## config.mk

```make
export PLATFORM = sky130hd
export DESIGN_NAME = adcc_conv_ctrl
export DESIGN_NICKNAME = d
export VERILOG_FILES = /design/src/shared/adcc_pkg.sv /design/src/rtl/adcc_timer.sv /design/src/rtl/adcc_avmm_slave.sv /design/src/rtl/adcc_conv_ctrl.sv
export SDC_FILE = /design/constraint.sdc
export NUM_CORES = 1
export LEC_CHECK = 0
export ABC_AREA = 1
export BUFFER_PORTS_ARGS = -buffer_cell sky130_fd_sc_hd__buf_2
export CAP_MARGIN = 25
export CORE_UTILIZATION = 57
export DETAILED_ROUTE_END_ITERATION = 8
export MAX_ROUTING_LAYER = met4
export PLACE_DENSITY = 0.91
export SYNTH_ARGS = -nofsm -noshare
export SYNTH_HDL_FRONTEND = slang
export SYNTH_SLANG_ARGS = --single-unit
```

## constraint.sdc

```tcl
create_clock -name clock -period 4.85 [get_ports clock]
set_clock_uncertainty 0.05 [all_clocks]
set_input_delay 0.485 -clock clock [delete_from_list [all_inputs] [get_ports clock]]
set_output_delay 0.485 -clock clock [all_outputs]
set_load 0.01 [all_outputs]
```

## src/shared/adcc_pkg.sv

```systemverilog
// adcc_pkg: register map, reset values and cycle counts of the converter control.
// assumes a 40 MHz system clock; every count is in system clock cycles.
`default_nettype none
package adcc_pkg;
    localparam int          CLK_HZ          = 40_000_000;
    localparam int          ADDR_W          = 12;
    localparam logic [11:0] OFF_CTRL0       = 12'hf70;
    localparam logic [11:0] OFF_CTRL1       = 12'hf74;
    localparam logic [11:0] OFF_STATUS      = 12'hf78;
    localparam logic [11:0] OFF_RESULT      = 12'hf7c;
    // control 0 fields
    localparam int          B_GO            = 7;
    localparam int          B_REF_LO        = 6;
    localparam int          B_REF_DRV       = 5;
    localparam int          B_REPEAT        = 4;
    localparam int          CHAN_MSB        = 3;
    localparam logic [7:0]  CTRL0_RST       = 8'h00;
    // control 1: high reference bit, reset 1 so the default code is 2.0 V
    localparam int          B_REF_HI        = 0;
    localparam logic        REF_HI_RST      = 1'b1;
    // status fields
    localparam int          B_ST_BUSY       = 0;
    localparam int          B_ST_POWERED    = 1;
    localparam int          B_ST_WAKING     = 2;
    // reference codes {hi, lo}
    localparam logic [1:0]  REF_EXTERNAL    = 2'h0;
    localparam logic [1:0]  REF_1V0         = 2'h1;
    localparam logic [1:0]  REF_2V0         = 2'h2;
    localparam logic [1:0]  REF_RESERVED    = 2'h3;
    // cycle counts
    localparam int          FIRST_CYC       = 5129;
    localparam int          UPDATE_CYC      = 256;
    localparam int          IDLE_OFF_CYC    = 160;
    localparam int          WAKE_CYC        = 40;
    localparam int          TMR_W           = 15;
    localparam int          RES_W           = 10;
    typedef enum logic [2:0] {
        ADCC_OFF, ADCC_WAKE, ADCC_IDLE, ADCC_FIRST, ADCC_REPEAT_CONV
    } adcc_state_t;
endpackage
`default_nettype wire

```

## src/rtl/adcc_timer.sv

```systemverilog
// adcc_timer: loadable down counter giving a done pulse n cycles after a load.
// assumes load and run come from the same clock domain.
`timescale 1ns/1ps
`default_nettype none
module adcc_timer #(
    parameter int W = 15
) (
    input  wire logic         clock,
    input  wire logic         rst_n,
    input  wire logic         load,
    input  wire logic [W-1:0] load_val,
    input  wire logic         run,
    output logic              done
);
    logic [W-1:0] cnt_reg;

    always_ff @(posedge clock or negedge rst_n) begin
        if (!rst_n) begin
            cnt_reg <= '0;
        end else if (load) begin
            cnt_reg <= load_val;
        end else if (run && cnt_reg != '0) begin
            cnt_reg <= cnt_reg - W'(1);
        end
    end

    // done ignores load: the owner decides reloads from done, so a feedback loop is avoided
    assign done = run && (cnt_reg == W'(1));
endmodule
`default_nettype wire

```

## src/rtl/adcc_avmm_slave.sv

```systemverilog
// adcc_avmm_slave: avalon-mm handshake with exactly one wait state per access.
// assumes the master holds address, read/write and data until waitrequest is low.
`timescale 1ns/1ps
`default_nettype none
module adcc_avmm_slave (
    input  wire logic clock,
    input  wire logic rst_n,
    input  wire logic read,
    input  wire logic write,
    output logic      waitrequest,
    output logic      rd_prep,
    output logic      wr_take
);
    logic ack_reg;

    always_ff @(posedge clock or negedge rst_n) begin
        if (!rst_n) begin
            ack_reg <= 1'b0;
        end else begin
            ack_reg <= (read || write) && !ack_reg;
        end
    end

    assign waitrequest = (read || write) && !ack_reg;
    // read data is captured during the wait cycle so it stands at the accept edge
    assign rd_prep     = read && !ack_reg;
    assign wr_take     = write && ack_reg;
endmodule
`default_nettype wire

```

## src/rtl/adcc_conv_ctrl.sv

```systemverilog
// adcc_conv_ctrl: conversion control of the on-chip converter behind an avalon-mm slave.
// assumes an analog core that converts the selected channel while powered and
// presents its result on core_result when result_take pulses.
// Notes on behaviour
// RULE1: writing 1 to conv_go starts a conversion on the selected channel.
// RULE2: writing conv_go 1 during a conversion abandons it and restarts from scratch.
// RULE3: conv_go stays 1 for the whole conversion, hardware clears it at the end.
// RULE4: writing conv_go 0 changes nothing in the conversion.
// RULE5: reference code {hi,lo}: 00 external, 01 1.0 V, 10 2.0 V default, 11 reserved.
// RULE6: ref_pin_drive 1 buffers the internal reference onto its pin, 0 frees the pin.
// RULE7: software keeps ref_pin_drive 0 while the external reference is chosen.
// RULE8: single shot gives one result after 5129 cycles.
// RULE9: continuous gives a first result after 5129 cycles, then one every 256.
// RULE10: the temperature sensor channel doubles both the first and update times.
// RULE11: the four-bit channel field selects the analog input of every conversion.
// RULE12: after 160 idle cycles parts of the converter power down.
// RULE13: starting from power-down waits 40 cycles of power-up before converting.
// RULE14: after a single-shot conversion completes, the converter shuts down.
// RULE15: software sets the high reference bit before starting conversions.
`timescale 1ns/1ps
`default_nettype none
module adcc_conv_ctrl
    import adcc_pkg::*;
#(
    parameter int         FIRST_CYCLES = FIRST_CYC,
    parameter logic [3:0] TEMP_CHAN    = 4'hf
) (
    input  wire logic              clock,
    input  wire logic              rst_n,
    input  wire logic [ADDR_W-1:0] address,
    input  wire logic              read,
    input  wire logic              write,
    input  wire logic [31:0]       writedata,
    input  wire logic [3:0]        byteenable,
    output logic [31:0]            readdata,
    output logic                   waitrequest,
    output logic [3:0]             input_channel_sel,
    output logic [1:0]             ref_level_code,
    output logic                   ref_pin_drive,
    output logic                   adc_power_on,
    output logic                   adc_converting,
    output logic                   result_take,
    input  wire logic [RES_W-1:0]  core_result
);
    logic [7:0]       ctrl0_reg;
    logic             ref_hi_reg;
    logic [RES_W-1:0] result_reg;
    logic [31:0]      readdata_reg;
    logic             result_take_reg;
    adcc_state_t      state_reg;
    adcc_state_t      state_next;
    logic             rd_prep;
    logic             wr_take;
    logic             wr_ctrl0;
    logic             go_write;
    logic             conv_load;
    logic [TMR_W-1:0] conv_len;
    logic             conv_done;
    logic             idle_done;
    logic             in_conv;
    logic             temp_sel;
    logic             finish;

    adcc_avmm_slave u_bus (
        .clock       (clock),
        .rst_n       (rst_n),
        .read        (read),
        .write       (write),
        .waitrequest (waitrequest),
        .rd_prep     (rd_prep),
        .wr_take     (wr_take)
    );

    assign wr_ctrl0 = wr_take && address == OFF_CTRL0 && byteenable[0];
    assign go_write = wr_ctrl0 && writedata[B_GO];
    assign in_conv  = state_reg == ADCC_FIRST || state_reg == ADCC_REPEAT_CONV;
    // a write of a new channel together with go is timed for the new channel
    assign temp_sel = (wr_ctrl0 ? writedata[CHAN_MSB:0] : ctrl0_reg[CHAN_MSB:0])
                    == TEMP_CHAN; // RULE10 RULE11

    // doubled lengths for the temperature sensor; any restart reloads the first length
    always_comb begin
        if (state_reg == ADCC_OFF && go_write) begin
            conv_len = TMR_W'(WAKE_CYC); // RULE13
        end else if (go_write || state_reg == ADCC_WAKE) begin
            conv_len = temp_sel ? TMR_W'(2 * FIRST_CYCLES) : TMR_W'(FIRST_CYCLES); // RULE8 RULE10
        end else begin
            conv_len = temp_sel ? TMR_W'(2 * UPDATE_CYC) : TMR_W'(UPDATE_CYC); // RULE9 RULE10
        end
    end

    // reload on any start, restart, wake finish, or update boundary
    assign conv_load = (go_write && state_reg != ADCC_WAKE)
                     || (state_reg == ADCC_WAKE && conv_done)
                     || (in_conv && conv_done);

    // one timer serves wake, first and update intervals; it runs only while waking or converting, not in idle
    adcc_timer #(.W(TMR_W)) u_conv_tmr (
        .clock    (clock),
        .rst_n    (rst_n),
        .load     (conv_load),
        .load_val (conv_len),
        .run      (state_reg != ADCC_OFF && state_reg != ADCC_IDLE),
        .done     (conv_done)
    );

    adcc_timer #(.W(TMR_W)) u_idle_tmr (
        .clock    (clock),
        .rst_n    (rst_n),
        .load     (state_reg != ADCC_IDLE),
        .load_val (TMR_W'(IDLE_OFF_CYC)),
        .run      (state_reg == ADCC_IDLE && !go_write),
        .done     (idle_done)
    );

    // a result is presented with repeat off; a write of 1 in the same cycle still restarts
    assign finish = in_conv && conv_done && !go_write
                  && !ctrl0_reg[B_REPEAT]; // RULE8

    always_comb begin
        state_next = state_reg;
        case (state_reg)
            ADCC_OFF: begin
                if (go_write) begin
                    state_next = ADCC_WAKE; // RULE13
                end
            end
            ADCC_WAKE: begin
                if (conv_done) begin
                    state_next = ADCC_FIRST; // RULE13
                end
            end
            ADCC_IDLE: begin
                if (go_write) begin
                    state_next = ADCC_FIRST; // RULE1
                end else if (idle_done) begin
                    state_next = ADCC_OFF; // RULE12
                end
            end
            ADCC_FIRST, ADCC_REPEAT_CONV: begin
                if (go_write) begin
                    state_next = ADCC_FIRST; // RULE2
                end else if (finish && state_reg == ADCC_FIRST) begin
                    state_next = ADCC_OFF; // RULE14
                end else if (finish) begin
                    state_next = ADCC_IDLE;
                end else if (conv_done) begin
                    state_next = ADCC_REPEAT_CONV; // RULE9
                end
            end
            default: begin
                state_next = ADCC_OFF;
            end
        endcase
    end

    always_ff @(posedge clock or negedge rst_n) begin
        if (!rst_n) begin
            state_reg <= ADCC_OFF;
        end else begin
            state_reg <= state_next;
        end
    end

    // conv_go: write of 1 sets and wins over the hardware clear
    // a write of 0 leaves the bit to hardware, so a clear in that cycle still lands
    always_ff @(posedge clock or negedge rst_n) begin
        if (!rst_n) begin
            ctrl0_reg <= CTRL0_RST;
        end else begin
            if (wr_ctrl0) begin
                ctrl0_reg[6:0] <= writedata[6:0]; // RULE4 RULE11
            end
            if (go_write) begin
                ctrl0_reg[B_GO] <= 1'b1; // RULE1 RULE2
            end else if (finish) begin
                ctrl0_reg[B_GO] <= 1'b0; // RULE3
            end
        end
    end

    always_ff @(posedge clock or negedge rst_n) begin
        if (!rst_n) begin
            ref_hi_reg <= REF_HI_RST;
        end else if (wr_take && address == OFF_CTRL1 && byteenable[0]) begin
            ref_hi_reg <= writedata[B_REF_HI];
        end
    end

    always_ff @(posedge clock or negedge rst_n) begin
        if (!rst_n) begin
            result_reg      <= '0;
            result_take_reg <= 1'b0;
        end else begin
            result_take_reg <= in_conv && conv_done && !go_write; // RULE8 RULE9
            if (result_take_reg) begin
                result_reg <= core_result;
            end
        end
    end

    always_ff @(posedge clock or negedge rst_n) begin
        if (!rst_n) begin
            readdata_reg <= '0;
        end else if (rd_prep) begin
            if (address == OFF_CTRL0) begin
                readdata_reg <= {24'h000000, ctrl0_reg}; // RULE3
            end else if (address == OFF_CTRL1) begin
                readdata_reg <= {31'h00000000, ref_hi_reg};
            end else if (address == OFF_STATUS) begin
                readdata_reg <= {29'h00000000, state_reg == ADCC_WAKE,
                                 state_reg != ADCC_OFF, ctrl0_reg[B_GO]};
            end else if (address == OFF_RESULT) begin
                readdata_reg <= {{(32 - RES_W){1'b0}}, result_reg};
            end else begin
                readdata_reg <= 32'h00000000;
            end
        end
    end

    // ref pin drive with external reference is software's to avoid
    assign ref_level_code    = {ref_hi_reg, ctrl0_reg[B_REF_LO]}; // RULE5 RULE15
    assign ref_pin_drive     = ctrl0_reg[B_REF_DRV]; // RULE6 RULE7
    assign input_channel_sel = ctrl0_reg[CHAN_MSB:0]; // RULE11
    assign adc_power_on      = state_reg != ADCC_OFF; // RULE12 RULE14
    assign adc_converting    = in_conv;
    assign result_take       = result_take_reg;
    assign readdata          = readdata_reg;

    // checks: cycles since the last timer load, and cycles spent idle
    logic [TMR_W-1:0] age_reg;
    logic [7:0]       idle_age_reg;
    logic [TMR_W-1:0] len_reg;

    always_ff @(posedge clock or negedge rst_n) begin
        if (!rst_n) begin
            age_reg      <= '0;
            len_reg      <= '0;
            idle_age_reg <= '0;
        end else begin
            age_reg      <= conv_load ? '0 : age_reg + TMR_W'(1);
            len_reg      <= conv_load ? conv_len : len_reg;
            idle_age_reg <= state_reg == ADCC_IDLE ? idle_age_reg + 8'h01 : 8'h00;
        end
    end
endmodule
`default_nettype wire

```

; ---- Yosys cells after proc, flatten, opt, wreduce, memory -nomap -nowiden
; Cells that the tools add are included.
; W data, S select, Z words.
[word_totals]
input_bits = 62
elab_cells = 91
ff_bits = 86
output_inout_bits = 43
[classes]
addsub = 2
reduce_logical = 38
n_mux = 24
n_eq_ne = 17
[ops]
columns = op, n
row1 = $mux W15, 5
row2 = $mux W10, 5
row3 = $eq A12 B12 Y1 const B, 4
row4 = $eq A15 B1 Y1 const B, 2
row5 = $reduce_bool A15 Y1, 2
row6 = $sub A15 B1 Y15 const B, 2
row7 = $mux W14, 2
row8 = $mux W3, 8
row9 = $logic_and A1 B1 Y1, 21
row10 = $pmux W3 S4, 1
row11 = $eq A3 B2 Y1 const B, 2
row12 = $reduce_bool A2 Y1, 3
row13 = $logic_or A1 B1 Y1, 5
row14 = $ne A5 B5 Y1 const B, 1
row15 = $eq A4 B4 Y1 const B, 1
row16 = $mux W4, 1
row17 = $ne A2 B2 Y1 const B, 2
row18 = $reduce_and A4 Y1, 1
row19 = $eq A3 B1 Y1 const B, 1
row20 = $eq A3 B3 Y1 const B, 1
row21 = $logic_not A1 Y1, 3
row22 = $logic_not A3 Y1, 1
row23 = $ne A3 B1 Y1 const B, 1
row24 = $ne A3 B2 Y1 const B, 1
row25 = other kinds (4), 5

; ---- Depth between registers and ports, before layout
[depth]
word_depth = 11
ltp_mapped = 14
depth_no_buf = 14

; ---- Hierarchy
; From an unflattened synthesis, not the netlist that was laid out.
[hier_totals]
hier_cells = 626
hier_area_um2 = 4515.6
[modules_own_cells]
columns = module, instances, cells_each, area_each_um2, seq_area_each_um2
row1 = adcc_conv_ctrl, 1, 256, 2074.5, 827.0
row2 = adcc_timer at u_conv_tmr, 1, 182, 1199.9, 375.4
row3 = adcc_timer at u_idle_tmr, 1, 180, 1187.4, 375.4
row4 = adcc_avmm_slave, 1, 8, 53.8, 25.0

; ---- Least setup slack after synthesis
; Ideal clock, no wire load.
[synth_path]
kind = input to register
from = in address[9]
to = reg u_conv_tmr.cnt_reg[11]
n_path_buf = 0
setup_time_ns = 0.069
t_arrival_ns = 1.632
required_ns = 4.731
stages = 12
path_slack_ns = 3.099
cell_sequence = nand2_1 nor2_4 nand2_2 nor2_8 nand3_4 nand2_4 nand2_4 nand2_8 nand2_4 nor2_2 nor2_1 nor2_2
[synth_via]
elab_chain_len = 9
[synth_rtl]
columns = item, line_no
row1 = from (decl), adcc_conv_ctrl.sv:30  ; input wire logic [ADDR_W-1:0] address,
row2 = $eq A12 B12 Y1 *, adcc_conv_ctrl.sv:74  ; assign wr_ctrl0 = wr_take && address == OFF_CTRL0 && byteenable[0];
row3 = $logic_and A1 B1 Y1 * (2 in a row), adcc_conv_ctrl.sv:74
row4 = $mux W4, adcc_conv_ctrl.sv:78  ; assign temp_sel = (wr_ctrl0 ? writedata[CHAN_MSB:0] : ctrl0_reg[CHAN_MSB:0])
row5 = $eq A4 B4 Y1, adcc_conv_ctrl.sv:79  ; == TEMP_CHAN;
row6 = $mux W14, adcc_conv_ctrl.sv:86  ; conv_len = temp_sel ? TMR_W'(2 * FIRST_CYCLES) : TMR_W'(FIRST_CYCLES);
row7 = $mux W14, adcc_conv_ctrl.sv:85  ; end else if (go_write || state_reg == ADCC_WAKE) begin
row8 = $mux W15, adcc_conv_ctrl.sv:83  ; if (state_reg == ADCC_OFF && go_write) begin
row9 = $mux W15, adcc_timer.sv:20  ; end else if (load) begin
row10 = to (signal assigned), adcc_timer.sv:21  ; cnt_reg <= load_val;
row11 = to (signal assigned), adcc_timer.sv:23  ; cnt_reg <= cnt_reg - W'(1);
row12 = to (decl), adcc_timer.sv:15  ; logic [W-1:0] cnt_reg;
; Mark *: on every way between the ends. The rest lies on a longest branch, timed or not.
; A chain may end at the register's enable or synchronous reset.

; ---- Worst setup path after layout
[layout_path]
from = reg u_bus.ack_reg
to = reg readdata_reg[3] (netlist: readdata[3])
[layout_via]
elab_chain_len = 2
[layout_rtl]
columns = item, line_no
row1 = from (decl), adcc_avmm_slave.sv:14  ; logic ack_reg;
row2 = from (signal assigned), adcc_avmm_slave.sv:20  ; ack_reg <= (read || write) && !ack_reg;
row3 = $logic_not A1 Y1, adcc_avmm_slave.sv:26  ; assign rd_prep = read && !ack_reg;
row4 = $logic_and A1 B1 Y1, adcc_avmm_slave.sv:26
row5 = to (signal assigned), adcc_conv_ctrl.sv:207  ; readdata_reg <= {24'h000000, ctrl0_reg};
row6 = to (signal assigned), adcc_conv_ctrl.sv:209  ; readdata_reg <= {31'h00000000, ref_hi_reg};
row7 = to (signal assigned), adcc_conv_ctrl.sv:211  ; readdata_reg <= {29'h00000000, state_reg == ADCC_WAKE,
row8 = to (decl), adcc_conv_ctrl.sv:48  ; logic [31:0] readdata_reg;
; Every way passes these cells.

==> results.sh <==
export IMPL_status="finished, final reports clean"
export IMPL_rows=30
export IMPL_rrSetupSlack_ps=2660
export IMPL_peakVddDrop_uv=205
export IMPL_endpoint_kind="flip-flop"
export IMPL_drive_gt1_share_pct=23.6
export IMPL_worst_hold_path_type="in -> async"
export IMPL_cap_violations=0
export IMPL_synthArstFlopShare_pct=100
export IMPL_finalSetupTns_ps=0
export IMPL_regToRegStartpoint="u_bus.ack_reg"
export IMPL_setup_viol=0
export IMPL_first_pass_iters=5
export IMPL_cts_tree="done"
export IMPL_cts_buffer_depth=2
export IMPL_clk_pin_slew_worst_paths_ps=80
export IMPL_synthMuxAreaShare_pct=2.49
export IMPL_post_cts_buffers=0
export IMPL_critPathArrivalTime_ps=2370
export IMPL_fmax_mhz=457
export IMPL_numPortBuffers=55
export IMPL_wire_per_inst_um=13.5
export IMPL_cts_htree_levels=3
export IMPL_holdBufCountCts=0
export IMPL_tightest_slew_ps=851
export IMPL_critPathKind="reg -> reg"
export IMPL_initial_core_util_pct=58.8
export IMPL_rsz0062_at_grt="no"
export IMPL_finalCritPeriodShare_pct=45.1
export IMPL_area_growth_pct=11.3
export IMPL_grt_usage_pct=26.7
export IMPL_ys_types=44
export IMPL_ys_flop_type="dfrtp_1"
export IMPL_synth_top_family_by_area="simple AND/OR/NAND/NOR gates"
export IMPL_drv_slew=0
export IMPL_hold_viol=0
export IMPL_vias_per_cell=5.42
export IMPL_wirelength_um=8720
export IMPL_netlist_instances=507
export IMPL_cts_resized=0
export IMPL_ant_nets=0
export IMPL_synthTopCellsByArea="dfrtp_1, nand2_1, nor2_1"
export IMPL_path_max_fanout=12
export IMPL_num_io_pins=105
export IMPL_ys_ff_latch=64
export IMPL_insertion_delay_ps=350
export IMPL_netlist_area_leader_share_pct=39.7
export IMPL_core_area_um2=6760
export IMPL_yosys_area_share_simple_pct=30.2
export IMPL_cts_buffers_inserted=9
export IMPL_place_detailed_hpwl_um=6500
export IMPL_yosys_warnings=0
export IMPL_grt_pass1_vias=3382
export IMPL_synth_top_area_cell="dfrtp_1"
export IMPL_grt_pass1_wl_um=14700
export IMPL_antenna_found_initial=0
export IMPL_startpoint_type="flip-flop"
export IMPL_die_h_um=85.5
export IMPL_grt_max_degree=65
export IMPL_synth_compound_area_share_pct=9.74
export IMPL_relSlewSlack_pct=43.1
export IMPL_synthXorXnorAreaFrac_pct=2.21
export IMPL_post_route_min_period_ps=2190
export IMPL_drc_errors=0
export IMPL_power_density_nw_per_um2=486
export IMPL_syn_area_um2=3970
export IMPL_avgSynthCellArea_um2=7.83
export IMPL_r2r_end="readdata[3]"
export IMPL_finish_utilization_pct=65.4
export IMPL_place_gp_congestion=0.949
export IMPL_clock_sinks=64
export IMPL_vias=3504
export IMPL_grt_overflow_total=0
export IMPL_required_ps=5030
export IMPL_yosysSeqAreaShare_pct=40.4
export IMPL_yosys_area_share_adder_pct=1.58
export IMPL_die_w_um=85.5
export IMPL_worst_r2r_path_depth=4
export IMPL_dieArea_um2=7300
export IMPL_clockRootBuffer="clkbuf_8"
export IMPL_p_leak_uw=0.00226
export IMPL_drtIter0Drc=239
export IMPL_synth_edf_count=0
export IMPL_insertedDiodeCount=0
export IMPL_nets=629
critical path, cell delays in order (launching register included):
cell and delay (ps):
dfrtp_1 410, nor2_1 670, clkinv_1 500, a221oi_1 340, nor2_1 90
cell usage in the layout (no fill, tap or decap), types with 4 or more instances in the layout:
| cell type | netlist | final |
|---|---|---|
| nand4_1 | 14 | 14 |
| a221oi_1 | 4 | 4 |
| inv_2 | 15 | 15 |
| inv_1 | 58 | 58 |
| nor2_1 | 68 | 68 |
| nand2_4 | 4 | 4 |
| ha_1 | 5 | 5 |
| nand2_1 | 94 | 94 |
| clkbuf_8 | 0 | 9 |
| dfrtp_1 | 63 | 63 |
| conb_1 | 1 | 22 |
| xor2_1 | 8 | 8 |
| nor3_1 | 7 | 7 |
| mux2_2 | 7 | 7 |
| o21ai_1 | 15 | 15 |
| a21oi_1 | 20 | 20 |
| nor2_2 | 11 | 11 |
| nand3_1 | 20 | 20 |
| buf_2 | 0 | 55 |
| o21ai_0 | 13 | 13 |
| nand2_2 | 10 | 10 |
cells in the mapped netlist (all sizes together), types with 4 or more instances:
cell,n
o21ai,29
nand2,109
ha,5
nand4,15
nor3,7
a21oi,20
mux2,7
nand3,23
inv,74
a221oi,4
xor2,8
buf,30
nor2,85
dfrtp,63
cell type report:
class | instances | area, um^2
multi-input combinational | 355 | 1920
clock buffer | 9 | 124
fill | 528 | 2340
inverter | 76 | 290
clock inverter | 7 | 104
timing repair buffer | 56 | 283
sequential | 64 | 1600
tap | 80 | 100
through the flow:
stage	std cells	power [uW]	hold WS [ps]	worst slack, ps	instance area, um^2
floorplan	528	1420	139	3100	4050
global placement	631	1580	409	2640	4190
detailed placement	631	1620	420	2560	4190
CTS	647	2150	268	2700	4420
global route	647	2310	301	2550	4420
finish	647	2150	251	2660	4420
worst max path at each step:
stage / startpoint / end / slack (ps) / cells past startpoint
after detailed placement: read / readdata[6] / 2560 / 6
after global routing: u_bus.ack_reg / readdata[6] / 2550 / 4
after global placement: address[7] / u_conv_tmr.cnt_reg[0] / 2640 / 12
after floorplan: address[9] / u_conv_tmr.cnt_reg[11] / 3100 / 12
final: u_bus.ack_reg / readdata[3] / 2660 / 4
after CTS: u_bus.ack_reg / readdata[3] / 2700 / 4
logic make-up after synthesis:
kind of cell / after synthesis
compound gates: 66
other cells: 1
fa+ha+maj: 5
xor+xnor: 10
simple gates: 243
buf+inv: 109
flops: 64
mux: 9
metal layers:
layer  global-route usage, %  part of all wire, %  wire (um)  up-vias
li1                        -                    -          -     1691
met1                    30.0                   41       3580     1639
met2                    44.1                   49       4290      153
met3                    6.13                  7.4        643       21
met4                    14.7                  2.5        216        0
met5                       -                    0          0        -
power breakdown:
group	internal (uW)	total, uW	leakage, uW	switching (uW)
clock network	295	524	0.000114	229
registers	636	725	0.000786	88.8
logic	303	898	0.00136	595
Power figures use the tool's default switching activity.
